==> src/verilog/vip_map.svh <==
/*
 offsets, reset values, vectors and source positions of the interrupt
 priority logic. assumes a single inclusion guard and bare-name include.
*/
`ifndef VIP_MAP_SVH
`define VIP_MAP_SVH

`define VIP_NUM_SRC        23
`define VIP_NUM_EXT        8
`define VIP_NUM_INT        15

`define VIP_OFS_REQ        8'h00
`define VIP_OFS_MASK       8'h04
`define VIP_OFS_PRIO       8'h08
`define VIP_OFS_CTRL       8'h0c
`define VIP_OFS_STAT       8'h10

`define VIP_RST_REQ        23'h000000
`define VIP_RST_MASK       23'h7fffff
`define VIP_RST_PRIO       23'h7fffff

`define VIP_CTRL_EN_BIT    0
`define VIP_CTRL_LVM_BIT   1

`define VIP_VEC_RESET      16'h0000
`define VIP_VEC_BASE       16'h0004
`define VIP_VEC_TRAP       16'h003e

`define VIP_SRC_LVI        5'd0
`define VIP_SRC_PIN0       5'd1
`define VIP_SRC_SERB_ERR   5'd7
`define VIP_SRC_SHARED     5'd10
`define VIP_SRC_TMH_B      5'd11
`define VIP_SRC_CONV       5'd16
`define VIP_SRC_SERA_RX    5'd17
`define VIP_SRC_WATCH_INT  5'd18
`define VIP_SRC_T8_B       5'd19
`define VIP_SRC_KEY        5'd20
`define VIP_SRC_WATCH_OVF  5'd21
`define VIP_SRC_PIN6       5'd22

`endif

==> src/verilog/vip_pkg.sv <==
/*
 types of the interrupt priority logic.
 assumes vip_map.svh is on the include path.
*/
`default_nettype none
`include "vip_map.svh"

package vip_pkg;

   typedef logic [`VIP_NUM_SRC-1:0] vip_src_t;

   typedef enum logic [1:0] {
      VIP_IDLE  = 2'b01,
      VIP_OFFER = 2'b10
   } vip_state_t;

   typedef struct packed {
      vip_src_t   flag;
      vip_src_t   mask;
      vip_src_t   prio;
      logic       gen_en;
      logic       lv_mode;
      logic       isp_hi;
      logic       isp_lo;
      logic       trap_pend;
      vip_state_t fsm;
      logic       trap_q;
      logic [4:0] ent_q;
      logic [15:0] vec_q;
      logic       standby;
      logic       rst_req;
   } vip_core_t;

endpackage

`default_nettype wire

==> src/verilog/vip_reg_if.sv <==
/*
 register strobe bundle between the bus front end and the core.
 assumes one clock; the core answers reads in the same cycle.
*/
`timescale 1ns/10ps
`default_nettype none

interface vip_reg_if;
   logic        wr;
   logic [7:0]  addr;
   logic [31:0] wdata;
   logic [31:0] rdata;
   logic        hit;

   modport bus  (output wr, output addr, output wdata,
                 input rdata, input hit);
   modport core (input wr, input addr, input wdata,
                 output rdata, output hit);
endinterface

`default_nettype wire

==> src/verilog/vip_pick.sv <==
/*
 fixed order picker: lowest set index wins.
 assumes a purely combinational use.
*/
`timescale 1ns/10ps
`default_nettype none

module vip_pick #(
   parameter int N = 23
) (
   input  wire logic [N-1:0] elig,
   output logic              valid,
   output logic [4:0]        idx
);
   always_comb begin
      valid = 1'b0;
      idx   = 5'h00;
      for (int i = N - 1; i >= 0; i--) begin
         if (elig[i]) begin
            valid = 1'b1;
            idx   = 5'(i);
         end
      end
   end
endmodule

`default_nettype wire

==> src/verilog/vip_apb.sv <==
/*
 apb slave front end: zero wait states, error on unmapped address.
 assumes the core decodes addresses and answers through vip_reg_if.
*/
`timescale 1ns/10ps
`default_nettype none

module vip_apb (
   input  wire logic        psel,
   input  wire logic        penable,
   input  wire logic        pwrite,
   input  wire logic [7:0]  paddr,
   input  wire logic [31:0] pwdata,
   output logic [31:0]      prdata,
   output logic             pready,
   output logic             pslverr,
   vip_reg_if.bus           rb
);
   logic access;

   assign access   = psel & penable;
   assign pready   = 1'b1;
   assign rb.addr  = paddr;
   assign rb.wdata = pwdata;
   // writes land only on mapped words
   assign rb.wr    = access & pwrite & rb.hit;
   assign prdata   = (access & ~pwrite & rb.hit) ? rb.rdata : 32'h00000000;
   assign pslverr  = access & ~rb.hit;
endmodule

`default_nettype wire

==> src/verilog/vip_top.sv <==
/*
 vectored interrupt priority logic: flags, masks, priority groups,
 nesting, software trap and reset vector.
 assumes one-cycle request pulses from peripherals and a core that
 pulses int_ack to take an offer and int_done on return.
*/
// Register access over APB and the address map were chosen for this implementation.
// Contract
// - software sets a priority group flag per maskable source
// - a high group request may nest into low group service
// - same group ties resolve by fixed order, 0 highest
// - any unmasked pending request raises standby release
// - eight external and fifteen internal maskable request inputs
// - software trap always taken, outside priority arbitration
// - software trap vectors to 003eh
// - pin sources at priorities 1-6 and 22 with their vectors
// - serial port b error, rx, tx at priorities 7, 8, 9
// - clocked serial and serial a tx share entry 10
// - timers at priorities 11-15 and 19 with their vectors
// - conversion at 16, serial a receive at 17
// - watch interval 18, key input 20, watch overflow 21
// - low voltage is maskable only when mode select is 0
// - all reset causes restart from vector 0000h
// - acknowledgement clears that source's request flag
// - shared flag sets on either of its two sources
// - reset clears all request flags
`timescale 1ns/10ps
`default_nettype none
`include "vip_map.svh"

module vip_top (
   input  wire logic        pclk,
   input  wire logic        presetn,
   input  wire logic        psel,
   input  wire logic        penable,
   input  wire logic        pwrite,
   input  wire logic [7:0]  paddr,
   input  wire logic [31:0] pwdata,
   output logic [31:0]      prdata,
   output logic             pready,
   output logic             pslverr,
   input  wire logic [7:0]  ext_request,
   input  wire logic [14:0] int_request,
   input  wire logic        serial_a_tx_done_request,
   input  wire logic        software_trap_instruction,
   input  wire logic        int_ack,
   input  wire logic        int_done,
   output logic             int_req,
   output logic [15:0]      int_vector,
   output logic             standby_release,
   input  wire logic        reset_pin,
   input  wire logic        power_on_clear,
   input  wire logic        low_voltage_request,
   input  wire logic        osc_stop_detect,
   input  wire logic        watchdog_overflow,
   output logic             reset_request,
   output logic [15:0]      reset_vector
);
   vip_reg_if          rb ();
   vip_pkg::vip_core_t s_q;
   vip_pkg::vip_core_t s_d;
   vip_pkg::vip_src_t  set_v;
   vip_pkg::vip_src_t  elig;
   vip_pkg::vip_src_t  ack_clr;
   logic               hi_valid;
   logic               lo_valid;
   logic [4:0]         hi_idx;
   logic [4:0]         lo_idx;
   logic               take_hi;
   logic               take_lo;
   logic [31:0]        stat;

   vip_apb u_apb (
      .psel    (psel),
      .penable (penable),
      .pwrite  (pwrite),
      .paddr   (paddr),
      .pwdata  (pwdata),
      .prdata  (prdata),
      .pready  (pready),
      .pslverr (pslverr),
      .rb      (rb)
   );

   // request inputs onto fixed order entries
   always_comb begin
      set_v = '0;
      set_v[`VIP_SRC_LVI] = int_request[0] & ~s_q.lv_mode;
      for (int i = 0; i < 6; i++) begin
         set_v[`VIP_SRC_PIN0 + i] = ext_request[i];
      end
      for (int i = 0; i < 3; i++) begin
         set_v[`VIP_SRC_SERB_ERR + i] = int_request[1 + i];
      end
      set_v[`VIP_SRC_SHARED] = int_request[4] |
                               serial_a_tx_done_request;
      for (int i = 0; i < 5; i++) begin
         set_v[`VIP_SRC_TMH_B + i] = int_request[5 + i];
      end
      set_v[`VIP_SRC_CONV]      = int_request[10];
      set_v[`VIP_SRC_SERA_RX]   = int_request[11];
      set_v[`VIP_SRC_WATCH_INT] = int_request[12];
      set_v[`VIP_SRC_T8_B]      = int_request[13];
      set_v[`VIP_SRC_KEY]       = ext_request[7];
      set_v[`VIP_SRC_WATCH_OVF] = int_request[14];
      set_v[`VIP_SRC_PIN6]      = ext_request[6];
   end

   // eligible: flagged and unmasked, split by group
   assign elig = s_q.flag & ~s_q.mask;

   vip_pick #(.N(`VIP_NUM_SRC)) u_pick_hi (
      .elig  (elig & ~s_q.prio),
      .valid (hi_valid),
      .idx   (hi_idx)
   );

   vip_pick #(.N(`VIP_NUM_SRC)) u_pick_lo (
      .elig  (elig & s_q.prio),
      .valid (lo_valid),
      .idx   (lo_idx)
   );

   // high group wins; it may nest into low service only
   assign take_hi = s_q.gen_en & hi_valid & ~s_q.isp_hi;
   assign take_lo = s_q.gen_en & lo_valid & ~s_q.isp_hi & ~s_q.isp_lo
                    & ~take_hi;

   // register read and decode
   assign stat = {7'h00, s_q.ent_q, s_q.vec_q[15:0], s_q.trap_q,
                  s_q.isp_lo, s_q.isp_hi, s_q.fsm == vip_pkg::VIP_OFFER};
   always_comb begin
      rb.hit   = 1'b1;
      rb.rdata = 32'h00000000;
      unique case (rb.addr)
         `VIP_OFS_REQ:  rb.rdata = {9'h000, s_q.flag};
         `VIP_OFS_MASK: rb.rdata = {9'h000, s_q.mask};
         `VIP_OFS_PRIO: rb.rdata = {9'h000, s_q.prio};
         `VIP_OFS_CTRL: rb.rdata = {30'h00000000, s_q.lv_mode, s_q.gen_en};
         `VIP_OFS_STAT: rb.rdata = stat;
         default:       rb.hit   = 1'b0;
      endcase
   end

   always_comb begin
      s_d     = s_q;
      ack_clr = '0;
      if (rb.wr) begin
         unique case (rb.addr)
            `VIP_OFS_REQ:  s_d.flag = rb.wdata[`VIP_NUM_SRC-1:0];
            `VIP_OFS_MASK: s_d.mask = rb.wdata[`VIP_NUM_SRC-1:0];
            `VIP_OFS_PRIO: s_d.prio = rb.wdata[`VIP_NUM_SRC-1:0];
            `VIP_OFS_CTRL: begin
               s_d.gen_en  = rb.wdata[`VIP_CTRL_EN_BIT];
               s_d.lv_mode = rb.wdata[`VIP_CTRL_LVM_BIT];
            end
            default: ;
         endcase
      end
      if (software_trap_instruction) begin
         s_d.trap_pend = 1'b1;
      end
      if (int_done) begin
         if (s_q.isp_hi) begin
            s_d.isp_hi = 1'b0;
         end else begin
            s_d.isp_lo = 1'b0;
         end
      end
      unique case (s_q.fsm)
         vip_pkg::VIP_IDLE: begin
            if (s_q.trap_pend) begin
               s_d.fsm    = vip_pkg::VIP_OFFER;
               s_d.trap_q = 1'b1;
               s_d.vec_q  = `VIP_VEC_TRAP;
            end else if (take_hi | take_lo) begin
               s_d.fsm    = vip_pkg::VIP_OFFER;
               s_d.trap_q = 1'b0;
               s_d.ent_q  = take_hi ? hi_idx : lo_idx;
               s_d.vec_q  = `VIP_VEC_BASE +
                            {10'h000, (take_hi ? hi_idx : lo_idx), 1'b0};
            end
         end
         vip_pkg::VIP_OFFER: begin
            if (int_ack) begin
               s_d.fsm = vip_pkg::VIP_IDLE;
               if (s_q.trap_q) begin
                  s_d.trap_pend = software_trap_instruction;
               end else begin
                  ack_clr[s_q.ent_q] = 1'b1;
                  if (s_q.prio[s_q.ent_q]) begin
                     s_d.isp_lo = 1'b1;
                  end else begin
                     s_d.isp_hi = 1'b1;
                  end
               end
            end
         end
      endcase
      // hardware set wins over ack and software clear
      s_d.flag    = (s_d.flag & ~ack_clr) | set_v;
      s_d.standby = |(s_d.flag & ~s_d.mask);
      s_d.rst_req = reset_pin | power_on_clear | osc_stop_detect |
                    watchdog_overflow |
                    (low_voltage_request & s_q.lv_mode);
   end

   always_ff @(posedge pclk or negedge presetn) begin
      if (!presetn) begin
         s_q.flag      <= `VIP_RST_REQ;
         s_q.mask      <= `VIP_RST_MASK;
         s_q.prio      <= `VIP_RST_PRIO;
         s_q.gen_en    <= 1'b0;
         s_q.lv_mode   <= 1'b0;
         s_q.isp_hi    <= 1'b0;
         s_q.isp_lo    <= 1'b0;
         s_q.trap_pend <= 1'b0;
         s_q.fsm       <= vip_pkg::VIP_IDLE;
         s_q.trap_q    <= 1'b0;
         s_q.ent_q     <= 5'h00;
         s_q.vec_q     <= `VIP_VEC_RESET;
         s_q.standby   <= 1'b0;
         s_q.rst_req   <= 1'b0;
      end else begin
         s_q <= s_d;
      end
   end

   assign int_req         = s_q.fsm == vip_pkg::VIP_OFFER;
   assign int_vector      = s_q.vec_q;
   assign standby_release = s_q.standby;
   assign reset_request   = s_q.rst_req;
   assign reset_vector    = `VIP_VEC_RESET;
endmodule

`default_nettype wire

==> config.mk <==
export PLATFORM = sky130hd
export DESIGN_NAME = vip_top
export DESIGN_NICKNAME = d
export VERILOG_FILES = /design/src/verilog/vip_pkg.sv /design/src/verilog/vip_reg_if.sv /design/src/verilog/vip_pick.sv /design/src/verilog/vip_apb.sv /design/src/verilog/vip_top.sv
export VERILOG_INCLUDE_DIRS = /design/src /design/src/verilog
export SDC_FILE = /design/constraint.sdc
export NUM_CORES = 1
export LEC_CHECK = 0
export ABC_CLOCK_PERIOD_IN_PS = 2530
export BUFFER_PORTS_ARGS = -buffer_cell sky130_fd_sc_hd__buf_4
export CAP_MARGIN = 15
export CORE_MARGIN = 10
export CORE_UTILIZATION = 26
export DETAILED_ROUTE_END_ITERATION = 8
export GPL_ROUTABILITY_DRIVEN = 0
export GPL_TIMING_DRIVEN = 0
export PLACE_DENSITY_LB_ADDON = 0.3
export SETUP_SLACK_MARGIN = 0.05
export SLEW_MARGIN = 20
export SYNTH_ARGS = -nofsm -noshare
export SYNTH_HDL_FRONTEND = slang
export SYNTH_SLANG_ARGS = --single-unit
==> constraint.sdc <==
create_clock -name pclk -period 2.53 [get_ports pclk]
set_clock_uncertainty 0.15 [all_clocks]
set_input_delay 0.253 -clock pclk [delete_from_list [all_inputs] [get_ports pclk]]
set_output_delay 0.253 -clock pclk [all_outputs]
set_load 0.02 [all_outputs]
### Word-level counts from Yosys, hierarchy flattened

Index checks and enable logic that the tools add are counted.

| storage, ports and cells | value |
|---|---|
| register bits | 100 |
| latch bits | 0 |
| RAM bits | 0 |
| memory bits (read-only) | 0 |
| output and inout port bits | 69 |
| memories | 0 |

| operators by class | value |
|---|---|
| add/sub/neg operators | 1 |
| $mul | 0 |
| div/mod/pow operators | 0 |
| order comparisons | 2 |
| eq/ne operators | 8 |
| shift operators | 0 |
| muxes and demuxes | 121 |
| bitwise operators | 37 |
| reduce and logical (&&, ||, !) cells | 10 |

Operators with widths:

| cell | number |
|---|---|
| 5-bit 2-to-1 mux | 48 |
| 23-bit 2-to-1 mux | 6 |
| 25-bit one-hot mux with 5 select lines | 1 |
| 23-bit bitwise AND | 5 |
| 23-bit NOT | 4 |
| 71-bit 2-to-1 mux | 1 |
| 1-bit 2-to-1 mux | 54 |
| 25-bit 2-to-1 mux | 1 |
| 24-bit 2-to-1 mux | 1 |
| 23-bit bitwise OR | 1 |
| 23-bit OR reduction | 1 |
| 8-bit by 4-bit equality test with 1-bit output, second input constant | 2 |
| 16-bit 2-to-1 mux | 1 |
| 1-bit bitwise AND | 14 |
| 8-bit by 3-bit equality test with 1-bit output, second input constant | 1 |
| 8-bit by 5-bit equality test with 1-bit output, second input constant | 1 |
| 8-bit zero test | 1 |
| 2-bit AND reduction | 4 |
| 3-bit by 6-bit adder with 7-bit output, first input constant | 1 |
| 1-bit NOT | 7 |
| 5-bit by 6-bit < comparator with 1-bit output, second input constant | 1 |
| 2-bit 2-to-1 mux | 3 |
| 3-bit 2-to-1 mux | 2 |
| 1-bit bitwise OR | 6 |
| other kinds (12) | 12 |

### Logic depth before layout (Yosys ltp)

Gate-level depths: netlist of run 1.

| logic depth | value |
|---|---|
| depth in word-level cells | 34 |
| depth in mapped cells | 12 |

### Modules after synthesis

From an unflattened synthesis of run 1, not the netlist that was laid out.

| second synthesis, totals | value |
|---|---|
| cell total of the unflattened synthesis | 733 |
| area total of the unflattened synthesis | 6745.2 um^2 |

By module, submodules not included:

| module | instances | cells each | area an instance (um^2) |
|---|---|---|---|
| vip_top | 1 | 561 | 5626.6 |
| vip_apb | 1 | 82 | 583.1 |
| vip_pick | 2 | 45 | 267.8 |

### Worst setup path before layout of run 1

OpenSTA, ideal clock, no wires.

| path | value |
|---|---|
| path kind | register to register |
| start point | register s_q[33] (netlist bit) |
| end point | register s_q, in the netlist int_vector[4] |
| setup time | 120 ps |
| arrival | 2339 ps |
| data required time | 2260 ps |
| slack | -78 ps |
| stages on the path, launching flop included | 13 |
| path buffers | 1 |
| clock period less this slack | 2608 ps |
| path through | dfstp_2 -> nor3b_2 -> nor4_1 -> and2_1 -> a41o_1 -> buf_6 -> nor2_1 -> a32oi_1 -> inv_1 -> ha_1 -> xor2_1 -> mux2i_1 -> nand2_1 |

| between the ends | value |
|---|---|
| longest elaborated chain between the ends | 12 |
| elaborated cells on any way between the ends | 29 |
| classes of those cells | 1 x add/sub; 15 x mux; 11 x bitwise; 2 x reduce/logical |

Ends and longest elaborated chain:

| item | RTL line | text |
|---|---|---|
| start: declaration | vip_top.sv:60 | `vip_pkg::vip_core_t s_q;` |
| parallel branches: the longest is 12 deep, another holds 3-bit by 6-bit adder with 7-bit output | n/a |  |

Parallel ways; which one is timed is not known. The select of a mux whose other input is x is not followed.
A chain may end at the register's enable or synchronous reset.

### Worst setup path after layout of run 1

| path | value |
|---|---|
| start point | register s_q[60] (netlist bit) |
| end point | register s_q, in the netlist int_vector[4] |

| between the ends | value |
|---|---|
| longest elaborated chain between the ends | 17 |
| elaborated cells on any way between the ends | 46 |
| classes of those cells | 1 x add/sub; 31 x mux; 12 x bitwise; 2 x reduce/logical |

Ends and longest elaborated chain:

| item | RTL line | text |
|---|---|---|
| 23-bit NOT (*) | vip_top.sv:110 | `assign elig = s_q.flag & ~s_q.mask;` |
| 23-bit bitwise AND (*) | vip_top.sv:110 |  |
| parallel branches: the longest is 15 deep, another holds 3-bit by 6-bit adder with 7-bit output | n/a |  |

Mark *: on every way between the ends. The select of a mux whose other input is x is not followed.

==> results.txt, run 1 <==
Routed WL: 29.5 mm
critical path depth: 12
H-Tree Depth: 3
M3 GR Usage: 4.40%
placed instance area: 0.00790 mm²
DP Wirelength: 21.3 mm
crit-path max cell delay: 580 ps
Area Growth Syn to Fin: 52.7%
vias: 7,198
fraction of registers with async set/reset: 100%
HP Class: in -> reg
crit path kind: reg -> reg
final worst setup slack: -197 ps
Ant. Diodes: 0
most frequent cells in the layout: 194 x buf_4, 62 x nand2_1, 47 x dfstp_2
total track usage: 17.7%
total CTS buffers: 9
worst-path cell chain: nor3b_4 > nor4_4 > and2_1 > a41o_1 > buf_6 > nor2_4 > a32oi_4 > inv_2 > ha_4 > xor2_1 > mux2i_1 > nand2_1
delay-heaviest family, CP: simple AND/OR/NAND/NOR gates
Fill cells: 2,494
CP Max Fanout: 7
Max Freq: 0.367 GHz
Worst setup SP type: flip-flop
initial antenna violation count: 1
multi-input combinational cell area: 0.00442 mm²
Synth Instances: 732
number of vias per cell: 5.44
WP buf/inv: 2
Setup TNS: -642 ps
RSZ-0062 raised after global routing: yes
input/output buffers: 102
first-pass GRT wire length: 42.9 mm
failing checks: negative hold slack, negative setup slack
M2 GR Usage: 26.5%
remaining antenna violation count after routing: 0
most common cell after layout, fill and taps aside: buf_4
Initial Util: 26.2%
yosys warns: 0
largest net degree at the start of global routing: 91
global route hottest layer: met2
final hold vios: 1
Synth cell types: 69
Initial DRT Pass Iterations: 6
clk root buf: clkbuf_16
clk sinks: 90
status: finished with violations
Skew-Pair Late Insertion Delay: 350 ps
PD cells: 384 mW/mm²
Die ar.: 0.0319 mm²
Yosys reg bits: 90
Avg WL per Cell: 22.3 µm
DIE WIDTH: 179 µm
Final nets: 1,067
Max VDD drop: 0.000235 V
height of the die: 179 µm
CTS tree: yes
R2R cell count: 12
vias in the first global route: 6,885
Worst-Margin Slew: 874 ps
num ports: 146
residual DRC count: 0
Primary FF master, synth: dfstp_2
Post-synth EDFFs: 0
pre-CTS WS: -880 ps
FF/Latch Area: 0.00232 mm²
fraction of final layout cells sized beyond drive strength 1: 46.0%
Tmin final: 2730 ps
post-synthesis sequential area ratio: 35.3%
Core Rows: 58
required time worst endpoint: 2620 ps
fin area: 0.0100 mm²
Avg Inst Size Synth: 8.94 µm²
Mapped Area: 0.00655 mm²
clock-pin slew on the worst setup and hold paths: 70 ps
CP arrival: 2820 ps
Congestion Overflow GR: 0
Max Cap Violations: 0
CTS max path bufs: 2
Pleak: 4.43 nW
crit end category: flip-flop
Relative slew margins: 41.8%
final setup fails: 11
GR met1 Demand/Resource: 24.1%
core region area: 0.0250 mm²
fin. max-slew vios: 0
crit path max-delay cell type: dfstp_2
final worst-path cycle share: 108%
Iter 0 DRT Violations: 955
Hold Path Depth: 3
WHS: -1.11 ps
what timing repair did:
item	CTS	global route
endpoints found under the hold margin	72	0
gates cloned	1	1
setup endpoints to repair	40	36
gates resized for setup	114	91
pin swaps	28	33
buffers inserted	48	31
hold buffers	33	0
cell families after synthesis:
logic type,Yosys count,share of synthesized area [%]
other,2,0.115
XOR/XNOR,1,0.134
multiplexers,59,10.5
AO/OA/AOI/OAI,153,15.7
buffers and inverters,113,9.56
adder cells (fa/ha/maj),1,0.191
AND/OR/NAND/NOR,313,28.5
flip-flops,90,35.3
path summary, 6_finish.rpt:
path                                 start            end  slack [ps]
max                                s_q[60]  int_vector[4]        -200
min                        int_request[11]        s_q[94]          -1
max reg2reg                        s_q[60]  int_vector[4]        -200
min reg2reg                        s_q[67]        s_q[67]         370
max in group asynchronous          presetn        s_q[94]        1190
min in group asynchronous          presetn        s_q[25]         410
worst register-to-register path, stage by stage, from the launching register on:
cell and delay [ps]:
dfstp_2 580, nor3b_4 70, nor4_4 360, and2_1 200, a41o_1 190, buf_6 140
nor2_4 50, a32oi_4 240, inv_2 100, ha_4 170, xor2_1 140, mux2i_1 150
nand2_1 70
registers in the layout, summed over array words and instances (netlist names):
signal	count
reset_request	1
s_q	82
int_vector	6
standby_release	1
synth_stat cells (6+ instances only):
master / number / share of area (%)
dfstp_2: 47 / 19
o31ai_1: 16 / 1.8
o21bai_1: 6 / 0.69
nor2_1: 50 / 2.9
nor3_1: 12 / 0.92
or3b_1: 6 / 0.80
nor3b_2: 7 / 1.3
or3b_2: 6 / 0.80
a222oi_1: 11 / 1.7
mux2i_1: 27 / 4.1
buf_4: 40 / 4.6
buf_2: 14 / 1.1
mux2_2: 16 / 2.8
clkbuf_1: 16 / 0.92
nand2b_1: 6 / 0.57
nand3_1: 39 / 3.0
dfrtp_1: 43 / 16
nor2b_1: 8 / 0.76
nand4_1: 14 / 1.3
o21ai_0: 26 / 2.0
a31oi_1: 19 / 1.8
nor4_1: 27 / 2.6
nor3b_1: 11 / 1.3
nand2_1: 65 / 3.7
and3b_1: 8 / 1.1
mux2_1: 11 / 1.9
inv_1: 37 / 2.1
a21oi_1: 38 / 2.9
nand3b_1: 22 / 2.5
layer usage:
metal / vias up / part of all wire (%)
met5: - / 0
met4: 0 / 3.8
met3: 64 / 11
met2: 461 / 44
met1: 3496 / 42
li1: 3177 / -
final cells by class:
| type | instances | share of cell area [%] |
|---|---|---|
| buffer | 76 | 5.68 |
| clock buffer | 14 | 2.74 |
| clock inverter | 2 | 0.100 |
| inverter | 37 | 1.39 |
| multi-input combinational | 561 | 44.2 |
| sequential | 90 | 23.2 |
| tap | 330 | 4.13 |
| timing repair buffer | 214 | 18.5 |
report_power, final:
part	internal, mW	switching [mW]
registers	1.52	0.0924
logic	0.425	0.477
clock network	0.746	0.587
total	2.69	1.16
per-stage QoR:
| step | util [%] | power (mW) | std cells |
|---|---|---|---|
| floorplan | - | 2.01 | 764 |
| global placement | 31.6 | 2.33 | 1196 |
| detailed placement | 31.6 | 2.33 | 1196 |
| CTS | 37.8 | 3.79 | 1294 |
| global route | 40.0 | 3.99 | 1324 |
| finish | 40.0 | 3.84 | 1324 |
Note: power is estimated with default switching activity, not from simulation.
==> run 2: changes to the inputs <==
--- a/config.mk
+++ b/config.mk
@@ -13,7 +13,6 @@
 export CORE_UTILIZATION = 26
 export DETAILED_ROUTE_END_ITERATION = 8
 export GPL_ROUTABILITY_DRIVEN = 0
-export GPL_TIMING_DRIVEN = 0
 export PLACE_DENSITY_LB_ADDON = 0.3
 export SETUP_SLACK_MARGIN = 0.05
 export SLEW_MARGIN = 20
==> run 2 against run 1 <==
The run ends with negative setup slack left; first-iteration DRC count decreased by 25%; combinational power increased by 2%; clock power increased by 11%; core utilization increased by 2.6 points; final cell count increased by 5.7%; non-clock buffer count increased by 74; global-route usage increased by 0.28 points; hold slack improved by 3.3 ps; cell area increased by 6.6%; critical path depth decreased by 4; sequential cell count unchanged; count of clock-buffer cells in the layout decreased by 3; highest routed layer unchanged.
==> results.txt, run 2 (synthesis results as in run 1) <==
status: finished with violations
failing checks: negative setup slack
clk sinks: 90 (unchanged)
Pleak: 4.81 nW (+8.4%)
Ant. Diodes: 0 (unchanged)
met3 wire len: 2.76 mm (-11%)
Area Growth Syn to Fin: 62.7%
H-Tree Depth: 3 (unchanged)
FF-to-FF End: s_q[22]
Max Freq: 0.387 GHz (+5.5%)
Max VDD drop: 0.000228 V (-3.1%)
final setup fails: 6 (-5)
num ports: 146 (unchanged)
Max Cap Violations: 0 (unchanged)
setup slack, reg-to-reg: -60 ps (+140 ps)
R2R cell count: 8 (-4)
Hold Path Depth: 2 (-1)
clock-pin slew on the worst setup and hold paths: 70 ps (about the same)
reg-to-reg critical path startpoint: s_q[42]
final worst setup slack: -55.8 ps (+142 ps)
Fill cells: 2,473 (-0.84%)
first-pass GRT wire length: 43.8 mm (+2.1%)
CTS tree: yes
Met1 Routed Length: 13.0 mm (+5.7%)
total CTS buffers: 9 (unchanged)
PD cells: 374 mW/mm² (-2.6%)
CP arrival: 2680 ps (-140 ps)
largest net degree at the start of global routing: 38 (-58%)
fraction of final layout cells sized beyond drive strength 1: 49.6% (+3.6 points)
DIE WIDTH: 179 µm (unchanged)
CP Max Fanout: 4 (-3)
HP Class: in -> reg
routed length on met2: 14.0 mm (+7.7%)
input/output buffers: 102 (unchanged)
fin area: 0.0107 mm² (+6.6%)
final hold vios: 0 (-1)
core region area: 0.0250 mm² (unchanged)
number of vias per cell: 5.31 (-2.4%)
vias in the first global route: 7,394 (+7.4%)
vias: 7,425 (+3.2%)
Final nets: 1,142 (+7.0%)
Tmin final: 2590 ps (-142 ps)
Routed WL: 30.5 mm (+3.3%)
DR top layer: met4
clk root buf: clkbuf_16
crit path kind: reg -> reg
Relative slew margins: 64.2% (+22 points)
crit path max-delay cell type: dfstp_2
Finished Core Util: 42.7% (+2.6 points)
total power: 3.99 mW (+3.7%)
Core Rows: 58 (unchanged)
fin. max-slew vios: 0 (unchanged)
number of flip-flops in the largest register: 82 (unchanged)
height of the die: 179 µm (unchanged)
Hold Startpoint: pwdata[21]
WHS: 2.20 ps (+3.31 ps)
most common cell after layout, fill and taps aside: buf_4
initial antenna violation count: 0 (-1)
worst-path cell chain: buf_4 > nand3b_1 > nand4_1 > nor4b_4 > a211o_1 > a211oi_4 > buf_6 > mux2_4
crit-path max cell delay: 530 ps (-50 ps)
Worst-Margin Slew: 536 ps (-337 ps)
Initial Util: 26.2% (unchanged)
Congestion Overflow GR: 0 (unchanged)
Setup TNS: -159 ps (+484 ps)
remaining antenna violation count after routing: 0 (unchanged)
required time worst endpoint: 2630 ps (about the same)
most flop-heavy register: s_q
DP Wirelength: 22.2 mm (+4.3%)
Avg WL per Cell: 21.8 µm (-2.2%)
total track usage: 18.0% (+0.28 points)
Initial DRT Pass Iterations: 7 (+1)
Die ar.: 0.0319 mm² (unchanged)
Iter 0 DRT Violations: 714 (-25%)
crit end category: flip-flop
Worst setup SP type: flip-flop
hold endpoint: s_q[52]
final worst-path cycle share: 102% (-5.6 points)
residual DRC count: 0 (unchanged)
RSZ-0062 raised after global routing: yes
Skew-Pair Late Insertion Delay: 360 ps (about the same)
most frequent cells in the layout: 284 x buf_4, 63 x nand2_1, 47 x dfstp_2
placed instance area: 0.00885 mm² (+12%)
CTS max path bufs: 2 (unchanged)
-- run 2: changes by cell type in the layout (fill, tap and decap cells not counted), sizes merged --
cell	change
or4	+1
buf	+84
clkbuf	-16
dlygate4sd3	+3
clkinv	+1
bufinv	+2
-- run 2: repair_timing --
item	4_1_cts	5_1_grt
endpoints found under the hold margin	60	0
pin swaps	30	41
setup buffers	27	22
endpoints found under the setup margin	25	40
resized for setup	63	90
hold buffers	36	0
cloned	1	3
-- run 2: worst max-delay path: cells and delay by family (launching register included) --
kind / cells / cell delay, ps
buffers and inverters: 2 / 290
and+or+nand+nor: 3 / 540
muxes: 1 / 290
DFF: 1 / 530
AOI/OAI and AO/OA: 2 / 670
-- run 2: metrics by stage --
step,setup WS (ps),cells
4_1_cts,-32.1,1376
3_5_place_dp,-412,1297
2_1_floorplan,-7.14,764
6_report,-55.8,1399
3_3_place_gp,-452,1297
5_1_grt,-121,1399
-- run 2: worst max-delay path by stage --
stage / depth (start not counted) / endpoint / slack [ps] / startpoint
after floorplan: 12 / int_vector[4] / -7 / s_q[36]
after global placement: 10 / standby_release / -450 / paddr[5]
after detailed placement: 10 / standby_release / -410 / paddr[5]
after CTS: 9 / standby_release / -30 / s_q[21]
after global routing: 12 / int_vector[4] / -120 / s_q[69]
final: 8 / s_q[22] / -60 / s_q[42]
-- run 2: per-layer routing --
| layer | vias to the layer above | track usage, % |
|---|---|---|
| met2 | 385 | 28.4 |
| met5 | - | 0 |
| met3 | 55 | 3.69 |
| met4 | 0 | 6.41 |
| li1 | 3321 | - |
| met1 | 3664 | 23.8 |
-- run 2: area by class of cell --
cell class,count,area (µm²),area share (%)
Clock buffer,11,233,2.18
Clock inverter,5,78.8,0.740
Inverter,37,139,1.30
Multi-Input combinational cell,562,4360,40.9
Sequential cell,90,2320,21.8
Tap cell,330,413,3.88
Timing Repair Buffer,364,3110,29.2
-- run 2: power breakdown --
part           internal [mW]  switching (mW)  leakage [nW]
clock network          0.865           0.605         0.153
logic                  0.421           0.495          3.74
registers               1.52          0.0852         0.913
==> run 3: changes to the inputs <==
--- a/config.mk
+++ b/config.mk
@@ -6,7 +6,7 @@
 export SDC_FILE = /design/constraint.sdc
 export NUM_CORES = 1
 export LEC_CHECK = 0
-export ABC_CLOCK_PERIOD_IN_PS = 2530
+export ABC_CLOCK_PERIOD_IN_PS = 2400
 export BUFFER_PORTS_ARGS = -buffer_cell sky130_fd_sc_hd__buf_4
 export CAP_MARGIN = 15
 export CORE_MARGIN = 10
@@ -18,4 +18,5 @@
 export SLEW_MARGIN = 20
 export SYNTH_ARGS = -nofsm -noshare
 export SYNTH_HDL_FRONTEND = slang
+export SYNTH_HIERARCHICAL = 1
 export SYNTH_SLANG_ARGS = --single-unit
==> constraint.sdc (replaced) <==
create_clock -name pclk -period 2.4 [get_ports pclk]
set_clock_uncertainty 0.15 [all_clocks]
set_input_delay 0.24 -clock pclk [delete_from_list [all_inputs] [get_ports pclk]]
set_output_delay 0.24 -clock pclk [all_outputs]
set_load 0.02 [all_outputs]
==> run 3 against run 2 <==
The flow still finishes with violations (negative setup slack); combinational power is 26% lower; hold slack better by 4.2 ps; global-route usage is 1.5 points lower; largest cell class unchanged; highest routed layer unchanged.
==> results.txt, run 3 <==
status: finished with violations
failing checks: negative setup slack
placed instance area: 0.00903 mm² (+2.1%)
num ports: 146 (unchanged)
Die ar.: 0.0325 mm² (+1.8%)
Tmin final: 2710 ps (+121 ps)
Skew-Pair Late Insertion Delay: 360 ps (about the same)
initial antenna violation count: 1 (+1)
total track usage: 16.5% (-1.5 points)
crit path max-delay cell type: dfstp_2
Core Rows: 58 (unchanged)
clk root buf: clkbuf_16
CTS tree: yes
Area Growth Syn to Fin: 56.0%
remaining antenna violation count after routing: 0 (unchanged)
input/output buffers: 102 (unchanged)
vias in the first global route: 7,146 (-3.4%)
total power: 3.86 mW (-3.3%)
Routed WL: 27.9 mm (-8.4%)
Fill cells: 2,540 (+2.7%)
pre-CTS WS: -708 ps (-296 ps)
vias: 6,891 (-7.2%)
HP Class: in -> reg
Iter 0 DRT Violations: 601 (-16%)
fin area: 0.0104 mm² (-2.2%)
Avg WL per Cell: 20.7 µm (-5.0%)
fraction of final layout cells sized beyond drive strength 1: 53.9% (+4.3 points)
crit path kind: reg -> reg
Relative slew margins: 52.7% (-12 points)
CTS max path bufs: 2 (unchanged)
CP Max Fanout: 4 (unchanged)
Initial DRT Pass Iterations: 9 (+2)
Congestion Overflow GR: 0 (unchanged)
WHS: 6.40 ps (+4.20 ps)
crit-path max cell delay: 580 ps (+50 ps)
final worst-path cycle share: 113% (+11 points)
core region area: 0.0253 mm² (+1.2%)
final hold vios: 0 (unchanged)
yosys warns: 6 (+6)
Max Freq: 0.369 GHz (-4.5%)
DIE WIDTH: 180 µm (+0.89%)
Pleak: 4.82 nW (+0.32%)
Worst-Margin Slew: 705 ps (+168 ps)
most common cell after layout, fill and taps aside: buf_4
RSZ-0062 raised after global routing: yes
worst-path cell chain: and3b_2 > or4_4 > o21ai_1 > nand2_1 > a21boi_2 > mux2i_4 > buf_4 > nor3_4 > xor2_1 > o211ai_1
most frequent cells in the layout: 259 x buf_4, 49 x inv_1, 47 x dfstp_2
Worst setup SP type: flip-flop
Mapped Area: 0.00668 mm² (+2.0%)
number of flip-flops in the largest register: 82 (unchanged)
required time worst endpoint: 2490 ps (-140 ps)
fin. max-slew vios: 0 (unchanged)
largest net degree at the start of global routing: 48 (+26%)
clk sinks: 90 (unchanged)
Avg Inst Size Synth: 9.22 µm² (+3.1%)
first-pass GRT wire length: 42.2 mm (-3.6%)
DP Wirelength: 20.9 mm (-5.8%)
crit end category: flip-flop
final worst setup slack: -307 ps (-251 ps)
Synth Instances: 724 (-1.1%)
most flop-heavy register: s_q
CP arrival: 2800 ps (+120 ps)
Final nets: 1,090 (-4.6%)
height of the die: 180 µm (+0.89%)
PD cells: 370 mW/mm² (-1.1%)
Initial Util: 26.4% (+0.22 points)
total CTS buffers: 9 (unchanged)
number of vias per cell: 5.11 (-3.7%)
clock-pin slew on the worst setup and hold paths: 70 ps (about the same)
H-Tree Depth: 3 (unchanged)
Max Cap Violations: 0 (unchanged)
residual DRC count: 0 (unchanged)
final setup fails: 38 (+32)
Max VDD drop: 0.000335 V (+47%)
==> run 3: final cells by class <==
type,count,area [µm²],area share (%)
inverters,50,191,1.84
flip-flops and latches,90,2310,22.2
repair buffers,343,3010,28.9
clock inverters,6,65.1,0.625
clock buffers,10,239,2.29
multi-input cells,518,4190,40.2
well taps,330,413,3.96
diodes,1,2.50,0.0240
==> run 3: worst paths after layout <==
check,from,endpoint,slack (ps),cells after the start
max in group asynchronous,presetn,s_q[52],1050,3
min,pwdata[0],s_q[31],6,2
max reg2reg,s_q[70],int_vector[5],-310,10
min in group asynchronous,presetn,s_q[86],300,2
min reg2reg,int_vector[1],int_vector[1],390,1
max,s_q[70],int_vector[5],-310,10
==> run 3: worst max-delay path: cells and delay by family (launching register included) <==
kind | cells | cell delay, ps
multiplexers | 1 | 100
AO/OA/AOI/OAI | 3 | 450
XOR/XNOR | 1 | 150
flip-flops | 1 | 580
AND/OR/NAND/NOR | 4 | 1010
buffers and inverters | 1 | 150
==> run 3: repair_timing <==
| item | CTS | global route |
|---|---|---|
| setup buffers | 15 | 7 |
| gates resized for setup | 89 | 49 |
| pin swaps | 43 | 34 |
| hold buffers | 29 | 0 |
| gates cloned | 5 | 1 |
| setup endpoints to repair | 43 | 52 |
| hold endpoints to repair | 48 | 0 |
==> run 3: routing by layer <==
metal | wire length [µm] | vias to the layer above | track usage (%)
li1 | - | 3160 | -
met1 | 12200 | 3346 | 21.2
met2 | 12900 | 330 | 26.7
met3 | 2150 | 55 | 4.22
met4 | 686 | 0 | 4.92
met5 | 0 | - | 0
==> run 3: power by group <==
group          internal [mW]  switching (mW)
clock network          0.838           0.655
registers               1.60          0.0835
logic                  0.302           0.379
total                   2.74            1.12
==> run 3: through the flow <==
step	setup TNS, ps	util, %	std cells
6_report	-5180	41.3	1348
2_1_floorplan	-24560	-	756
3_3_place_gp	-9670	35.8	1276
3_5_place_dp	-11640	35.8	1276
4_1_cts	-4410	40.4	1341
5_1_grt	-8200	41.2	1347
